--- src/peripheral_reset_pkg.sv ---
package peripheral_reset_pkg;

  // ==========================================================================
  // Bus geometry
  localparam int ADDR_WIDTH = 12;
  localparam int DATA_WIDTH = 32;
  localparam int LANE_WIDTH = 8;
  localparam int LANE_COUNT = 4;

  // ==========================================================================
  // Register byte offsets
  localparam logic [11:0] PERIPH_ONE_OFFSET = 12'h044;
  localparam logic [11:0] GPIO_PORT_OFFSET  = 12'h048;

  // ==========================================================================
  // Reset values and writable bit masks
  localparam logic [31:0] PERIPH_ONE_RESET    = 32'h0000_0000;
  localparam logic [31:0] GPIO_PORT_RESET     = 32'h0000_0000;
  localparam logic [31:0] PERIPH_ONE_WRITABLE = 32'h0000_0117;
  localparam logic [31:0] GPIO_PORT_WRITABLE  = 32'h0000_00ff;
  localparam logic [31:0] READ_IDLE           = 32'h0000_0000;

  // ==========================================================================
  // Field positions in the first peripheral reset register
  localparam int QUAD_ENCODER_BIT  = 8;
  localparam int SYNC_SERIAL_BIT   = 4;
  localparam int ASYNC_SERIAL2_BIT = 2;
  localparam int ASYNC_SERIAL1_BIT = 1;
  localparam int ASYNC_SERIAL0_BIT = 0;

  // ==========================================================================
  // Field positions in the port reset register
  localparam int PORT_A_BIT = 0;
  localparam int PORT_B_BIT = 1;
  localparam int PORT_C_BIT = 2;
  localparam int PORT_D_BIT = 3;
  localparam int PORT_E_BIT = 4;
  localparam int PORT_F_BIT = 5;
  localparam int PORT_G_BIT = 6;
  localparam int PORT_H_BIT = 7;

endpackage

--- src/ctrl_reg_if.sv ---
`timescale 1ns/1ps
`default_nettype none

interface ctrl_reg_if #(
  parameter int WIDTH = 32
);
  logic             write_en;
  logic [WIDTH-1:0] write_data;
  logic [WIDTH-1:0] write_lanes;
  logic [WIDTH-1:0] cap_mask;
  logic [WIDTH-1:0] value;

  modport bus_side (
    output write_en,
    output write_data,
    output write_lanes,
    output cap_mask,
    input  value
  );

  modport reg_side (
    input  write_en,
    input  write_data,
    input  write_lanes,
    input  cap_mask,
    output value
  );
endinterface

`default_nettype wire

--- src/peripheral_soft_reset_regs.sv ---
// Contract
// - Port register writes change only bits whose fourth capability bit is set.
// - The port register decodes at offset 0x048 and clears to zero on reset.
// - Port register bits 0 to 7 are read/write and reset ports A to H.
// - Port register bits 31 to 8 read zero and ignore writes.
// - Bit 8 of the first peripheral register resets the quadrature encoder.
// - Bit 4 of the first peripheral register resets the synchronous serial unit.
// - Bits 2, 1 and 0 of that register reset asynchronous serial units 2, 1 and 0.
// - Bits 7 to 5 and 3 of that register are reserved, read zero and reset to zero.
// - The first peripheral register decodes at 0x044, resets to zero, masked by cap two.
//
// Our own choice: the APB slave port.
`timescale 1ns/1ps
`default_nettype none

module peripheral_soft_reset_regs (
  // Clock and reset
  input  wire logic        pclk,
  input  wire logic        presetn,
  // APB slave
  input  wire logic [11:0] paddr,
  input  wire logic        psel,
  input  wire logic        penable,
  input  wire logic        pwrite,
  input  wire logic [31:0] pwdata,
  input  wire logic [3:0]  pstrb,
  output logic      [31:0] prdata,
  output logic             pready,
  output logic             pslverr,
  // Device capability masks
  input  wire logic [31:0] capability_mask_two,
  input  wire logic [31:0] capability_mask_four,
  // Port reset lines
  output logic             port_a_reset,
  output logic             port_b_reset,
  output logic             port_c_reset,
  output logic             port_d_reset,
  output logic             port_e_reset,
  output logic             port_f_reset,
  output logic             port_g_reset,
  output logic             port_h_reset,
  // Serial and encoder reset lines
  output logic             quad_encoder_reset,
  output logic             sync_serial_reset,
  output logic             async_serial0_reset,
  output logic             async_serial1_reset,
  output logic             async_serial2_reset
);

  // ==========================================================================
  // Register instances
  ctrl_reg_if #(.WIDTH(peripheral_reset_pkg::DATA_WIDTH)) periph_one_if ();
  ctrl_reg_if #(.WIDTH(peripheral_reset_pkg::DATA_WIDTH)) gpio_port_if ();

  masked_ctrl_reg #(
    .WIDTH       (peripheral_reset_pkg::DATA_WIDTH),
    .RESET_VALUE (peripheral_reset_pkg::PERIPH_ONE_RESET),
    .WRITABLE    (peripheral_reset_pkg::PERIPH_ONE_WRITABLE)
  ) u_periph_one (
    .pclk    (pclk),
    .presetn (presetn),
    .ctrl    (periph_one_if.reg_side)
  );

  masked_ctrl_reg #(
    .WIDTH       (peripheral_reset_pkg::DATA_WIDTH),
    .RESET_VALUE (peripheral_reset_pkg::GPIO_PORT_RESET),
    .WRITABLE    (peripheral_reset_pkg::GPIO_PORT_WRITABLE)
  ) u_gpio_port (
    .pclk    (pclk),
    .presetn (presetn),
    .ctrl    (gpio_port_if.reg_side)
  );

  // ==========================================================================
  // Address decode and phase tracking
  wire logic        setup_phase;
  wire logic        access_done;
  wire logic        hit_periph_one;
  wire logic        hit_gpio_port;
  wire logic        addr_mapped;
  wire logic        write_commit;
  wire logic [31:0] lane_bits;
  wire logic [31:0] read_value;

  assign setup_phase    = psel & ~penable;
  assign access_done    = psel & penable & pready;
  assign hit_periph_one = (paddr == peripheral_reset_pkg::PERIPH_ONE_OFFSET);
  assign hit_gpio_port  = (paddr == peripheral_reset_pkg::GPIO_PORT_OFFSET);
  assign addr_mapped    = hit_periph_one | hit_gpio_port;
  assign write_commit   = access_done & pwrite;

  // Byte strobes widened to one enable per data bit
  assign lane_bits = {{peripheral_reset_pkg::LANE_WIDTH{pstrb[3]}},
                      {peripheral_reset_pkg::LANE_WIDTH{pstrb[2]}},
                      {peripheral_reset_pkg::LANE_WIDTH{pstrb[1]}},
                      {peripheral_reset_pkg::LANE_WIDTH{pstrb[0]}}};

  // ==========================================================================
  // Write path into the registers
  assign periph_one_if.write_en    = write_commit & hit_periph_one;
  assign periph_one_if.write_data  = pwdata;
  assign periph_one_if.write_lanes = lane_bits;
  assign periph_one_if.cap_mask    = capability_mask_two;

  assign gpio_port_if.write_en     = write_commit & hit_gpio_port;
  assign gpio_port_if.write_data   = pwdata;
  assign gpio_port_if.write_lanes  = lane_bits;
  assign gpio_port_if.cap_mask     = capability_mask_four;

  // ==========================================================================
  // Read selection; fixed bits are masked so reserved positions read zero
  assign read_value =
    hit_periph_one ? (periph_one_if.value & peripheral_reset_pkg::PERIPH_ONE_WRITABLE) :
    hit_gpio_port  ? (gpio_port_if.value & peripheral_reset_pkg::GPIO_PORT_WRITABLE) :
                     peripheral_reset_pkg::READ_IDLE;

  // ==========================================================================
  // APB response, zero wait states
  always_ff @(posedge pclk or negedge presetn) begin
    if (!presetn) begin
      pready <= 1'b0;
    end else begin
      pready <= setup_phase;
    end
  end

  always_ff @(posedge pclk or negedge presetn) begin
    if (!presetn) begin
      pslverr <= 1'b0;
    end else begin
      pslverr <= setup_phase & ~addr_mapped;
    end
  end

  always_ff @(posedge pclk or negedge presetn) begin
    if (!presetn) begin
      prdata <= peripheral_reset_pkg::READ_IDLE;
    end else if (setup_phase) begin
      prdata <= pwrite ? peripheral_reset_pkg::READ_IDLE : read_value;
    end
  end

  // ==========================================================================
  // Reset lines follow the stored bits directly
  assign port_a_reset = gpio_port_if.value[peripheral_reset_pkg::PORT_A_BIT];
  assign port_b_reset = gpio_port_if.value[peripheral_reset_pkg::PORT_B_BIT];
  assign port_c_reset = gpio_port_if.value[peripheral_reset_pkg::PORT_C_BIT];
  assign port_d_reset = gpio_port_if.value[peripheral_reset_pkg::PORT_D_BIT];
  assign port_e_reset = gpio_port_if.value[peripheral_reset_pkg::PORT_E_BIT];
  assign port_f_reset = gpio_port_if.value[peripheral_reset_pkg::PORT_F_BIT];
  assign port_g_reset = gpio_port_if.value[peripheral_reset_pkg::PORT_G_BIT];
  assign port_h_reset = gpio_port_if.value[peripheral_reset_pkg::PORT_H_BIT];

  assign quad_encoder_reset =
    periph_one_if.value[peripheral_reset_pkg::QUAD_ENCODER_BIT];
  assign sync_serial_reset =
    periph_one_if.value[peripheral_reset_pkg::SYNC_SERIAL_BIT];
  assign async_serial0_reset =
    periph_one_if.value[peripheral_reset_pkg::ASYNC_SERIAL0_BIT];
  assign async_serial1_reset =
    periph_one_if.value[peripheral_reset_pkg::ASYNC_SERIAL1_BIT];
  assign async_serial2_reset =
    periph_one_if.value[peripheral_reset_pkg::ASYNC_SERIAL2_BIT];

endmodule

`default_nettype wire

--- src/masked_ctrl_reg.sv ---
`timescale 1ns/1ps
`default_nettype none

module masked_ctrl_reg #(
  parameter int               WIDTH       = 32,
  parameter logic [WIDTH-1:0] RESET_VALUE = '0,
  parameter logic [WIDTH-1:0] WRITABLE    = '0
) (
  // Clock and reset
  input wire logic    pclk,
  input wire logic    presetn,
  // Register access
  ctrl_reg_if.reg_side ctrl
);

  // ==========================================================================
  // Per-bit storage
  for (genvar i = 0; i < WIDTH; i++) begin : g_bit
    logic      bit_q;
    wire logic bit_en;

    // Capability mask and byte lane gate each bit; fixed bits never change
    assign bit_en = WRITABLE[i] & ctrl.cap_mask[i] & ctrl.write_lanes[i];

    always_ff @(posedge pclk or negedge presetn) begin
      if (!presetn) begin
        bit_q <= RESET_VALUE[i];
      end else if (ctrl.write_en && bit_en) begin
        bit_q <= ctrl.write_data[i];
      end
    end

    assign ctrl.value[i] = bit_q;
  end

endmodule

`default_nettype wire

--- config.mk ---
export PLATFORM = sky130hd
export DESIGN_NAME = peripheral_soft_reset_regs
export DESIGN_NICKNAME = d
export VERILOG_FILES = /design/src/peripheral_reset_pkg.sv /design/src/ctrl_reg_if.sv /design/src/peripheral_soft_reset_regs.sv /design/src/masked_ctrl_reg.sv
export SDC_FILE = /design/constraint.sdc
export NUM_CORES = 1
export LEC_CHECK = 0
export BUFFER_PORTS_ARGS = -buffer_cell sky130_fd_sc_hd__buf_2
export CAP_MARGIN = 10
export CORE_AREA = 2 2 70 72
export DETAILED_ROUTE_END_ITERATION = 12
export DIE_AREA = 0 0 72 74
export GPL_TIMING_DRIVEN = 0
export MAX_ROUTING_LAYER = met4
export PLACE_DENSITY = 0.92
export SYNTH_ARGS = -nofsm -noshare
export SYNTH_HDL_FRONTEND = slang
export SYNTH_HIERARCHICAL = 1
export SYNTH_SLANG_ARGS = --single-unit
--- constraint.sdc ---
create_clock -name pclk -period 3.2 [get_ports pclk]
set_input_delay 0.16 -clock pclk [delete_from_list [all_inputs] [get_ports pclk]]
set_output_delay 0.16 -clock pclk [all_outputs]
set_load 0.02 [all_outputs]
Word-level counts from Yosys, hierarchy flattened:

Cells that the tools add are included.

* mux-type cells: 3
* bitwise logic cells: 23
* eq/ne operators: 2
* reductions and logical operators: 13

Operators by type and width (number)
* == test 12 x 7 -> 1 bit, second input constant: 2
* bitwise AND 1 bit: 20
* 2-to-1 mux 9 bit: 2
* logical AND 1 bit: 13
* 2-to-1 mux 8 bit: 1
* inverter 1 bit: 2
* OR 1 bit: 1

* input bits: 117
* bits in registers: 47

Longest topological paths before layout:

* depth in word-level cells: 5
* gate-level depth with buffers: 6
* depth with buffers taken out: 5

By module:

The synthesis kept the hierarchy.

Modules (own cells, without submodules)
* peripheral_soft_reset_regs: area each 744.5 µm², cells each 82, seq. area each 275.3 µm², instances 1
* masked_ctrl_reg at u_gpio_port: area each 625.6 µm², cells each 58, seq. area each 200.2 µm², instances 1
* masked_ctrl_reg at u_periph_one: area each 469.2 µm², cells each 48, seq. area each 125.1 µm², instances 1

Least setup slack after synthesis:

Ideal clock, no wire load.

* path type: input-to-reg
* from: input port paddr[1]
* to: register u_periph_one.g_bit[0].bit_q
* setup time: 0.125 ns
* data arrival time: 1.326 ns
* stages on the path: 5
* slack: 1.749 ns
* path through: nor4b_1 > nand3_1 > nor2_1 > nand3_1 > mux2_4

* word-level cells in the longest chain between the ends: 3

RTL lines
* from (decl): RTL line peripheral_soft_reset_regs.sv:21 `input wire logic [11:0] paddr,`
* == test 12 x 7 -> 1 bit: RTL line peripheral_soft_reset_regs.sv:88 `assign hit_periph_one = (paddr == peripheral_reset_pkg::PERIPH_ONE_OFFSET);`
* bitwise AND 1 bit: RTL line peripheral_soft_reset_regs.sv:101 `assign periph_one_if.write_en = write_commit & hit_periph_one;`
* named net periph_one_if.write_en: RTL line ctrl_reg_if.sv:7 `logic write_en;`
* logical AND 1 bit: RTL line masked_ctrl_reg.sv:28 `end else if (ctrl.write_en && bit_en) begin`
* to (signal assigned): RTL line masked_ctrl_reg.sv:27 `bit_q <= RESET_VALUE[i];`
* to (signal assigned): RTL line masked_ctrl_reg.sv:29 `bit_q <= ctrl.write_data[i];`
* to (decl): RTL line masked_ctrl_reg.sv:19 `logic bit_q;`

The timed path passes the listed nets, and every way through them passes these cells.
A chain may end at the register's enable or synchronous reset.

Final worst setup path:

Ends and elaborated chain as after synthesis.

==> flow_metrics.py <==
metrics = {
    "detailed_routing": {
        "drc": 0,
        "wire_per_inst_um": 11.64,
        "dr.pass1.iters": 4,
        "final_antenna_net_count": 0,
        "wl_mm": 3.259,
        "drt-vias-per-instance": 4.104,
        "via_count": 1149,
        "dr.first_iter.drc_count": 32,
    },
    "critical_path": {
        "worst-path-stages": 6,
        "path_max_fanout": 5,
        "critPathLaunch": "paddr[1]",
        "r2r_start": "pready",
        "critPathTopFamily": "simple AND/OR/NAND/NOR gates",
        "slowest_stage": "nor4b_1",
        "ff2ff_path_depth": 4,
        "cp.arrival_ns": 1.81,
        "start_kind": "input port",
        "cp-end-kind": "flop",
        "cp_num_buf_inv": 1,
        "crit_path_frequent_cell": "nand3_1",
        "crit_type": "in2reg",
        "rrSetupSlack_ns": 1.74,
        "worst_ep_required_time_ns": 3.36,
        "cp_cell_sequence": "buf_2 -> nor4b_1 -> nand3_1 -> nor2_1 -> nand3_1 -> mux2_4",
        "cpPeakStageDelay_ns": 0.41,
    },
    "hold_path": {
        "hold_start": "pwdata[7]",
        "hold_class": "in2reg",
        "hold_depth": 2,
    },
    "cts": {
        "clockRootBuffer": "clkbuf_8",
        "cts.sinks": 24,
        "tritoncts": "yes",
        "postCtsSetupRepairBufs": 0,
        "clock_path_buffers": 2,
        "clk-insertion-delay-late_ns": 0.26,
        "cts_buffers": 3,
        "postCtsResizedCells": 0,
        "path_clk_slew_ns": 0.09,
        "htreeDepth": 1,
    },
    "cells_and_area": {
        "stdcell_count": 280,
        "post-route-util": 0.4351,
        "nFillCells": 454,
        "num-nets-final": 344,
        "drive_above_1_share": 0.5531,
        "syn_to_final_growth_pct": 38.08,
        "final_cell_area_um2": 2001,
        "n_antenna_cell": 0,
    },
    "floorplanning": {
        "core_um2": 4598,
        "fp-row-count": 25,
        "dieWidth_um": 72,
        "dieArea_um2": 5328,
        "io_pins": 164,
        "die_h_um": 74,
        "start_util": 0.3151,
    },
    "synthesis": {
        "synthCells": 135,
        "syn_avg_cell_area_um2": 10.73,
        "synth_area_um2": 1449,
        "yosysWarnings": 6,
    },
    "timing": {
        "fin_crit_ns": 1.651,
        "worst_slack_ns": 1.549,
        "setup-tns-final_ns": 0,
        "max-slew-margin-rel": 0.6315,
        "tightest_slew_ns": 0.5528,
        "finalHoldViolations": 0,
        "worst_clock_skew_ns": 0.002382,
        "fin_hold_ws_ns": 0.1212,
        "slew_violations": 0,
        "timing.fmax_mhz": 605.8,
        "setup_viol": 0,
        "rsz0062_at_grt": "no",
        "period_share": 0.5158,
    },
    "global_routing": {
        "grt_pass1_vias": 1036,
        "grt.total_usage": 0.1268,
        "grt.overflow.total": 0,
        "antenna_found_initial": 0,
        "grt_pass1_wl_mm": 5.023,
        "grt_max_degree": 25,
    },
    "flow_run": {
        "maxCapViolations": 0,
    },
    "power": {
        "power.leakage_nw": 1.134,
        "ir_worst_vdd_mv": 0.1491,
        "power_density_nw_per_um2": 332.8,
        "p_total_mw": 0.6659,
    },
    "placement": {
        "placed_area_um2": 1919,
        "hpwlAfterDp_mm": 2.691,
        "pre_cts_ws_ns": 1.261,
        "portBuffers": 64,
        "place.gp.congestion": 0.7879,
        "dp_cells": 275,
    },
    "run_status": {
        "status": "completed",
    },
}
-- path summary, 6_finish.rpt --
check | to
max | u_periph_one/g_bit[0].bit_q
min | u_gpio_port/g_bit[7].bit_q
max reg2reg | u_periph_one/g_bit[0].bit_q
min reg2reg | prdata[2]
max in group asynchronous | u_gpio_port/g_bit[3].bit_q
min in group asynchronous | prdata[1]
-- placed cells by master, fill, tap and decap left out, types with 2 or more instances in the layout --
cell type and n:
conb_1 23, o21ai_1 4, o221ai_1 4, nand3_2 2, clkbuf_8 3, nand4_1 2, inv_1 14, nand2_1 9
nor2_1 2, buf_2 64, nand3_1 13, dfrtp_1 24, buf_4 36, mux2_4 13
-- cell type report --
| type | count | area, um^2 | share of cell area |
|---|---|---|---|
| plain buffers | 38 | 285.3 | 0.1426 |
| clock buffers | 3 | 41.29 | 0.02064 |
| clock inverters | 1 | 30.03 | 0.01501 |
| inverters | 14 | 52.55 | 0.02627 |
| multi-input cells | 81 | 593.1 | 0.2964 |
| flip-flops and latches | 24 | 600.6 | 0.3002 |
| well taps | 54 | 67.56 | 0.03377 |
| repair buffers | 65 | 330.3 | 0.1651 |
-- what timing repair did --
action	4_1_cts	5_1_grt
hold buffers	1	0
hold endpoints to repair	24	0
endpoints found under the setup margin	0	0
-- metal layers --
layer,wire (um),track usage
met1,1319,0.1516
met2,1693,0.2274
met3,199,0.01084
met4,46,0.03983
met5,0,-
-- flip-flops by register name, summed over array words and instances, names as in the netlist --
name,count
prdata,9
pready,1
pslverr,1
u_gpio_port/g_bit.bit_q,8
u_periph_one/g_bit.bit_q,5
-- worst register-to-register path: stages (launching register included) --
cell	delay [ns]
dfrtp_1	0.35
nand4_1	0.12
nor2_1	0.38
nand3_1	0.18
mux2_4	0.33
-- power breakdown --
group,switching [mW],internal (mW)
Clock,0.0984,0.167
Combinational,0.0537,0.0421
Sequential,0.000432,0.304
Total,0.152,0.513
No activity file was read; power rests on OpenSTA's default activity.
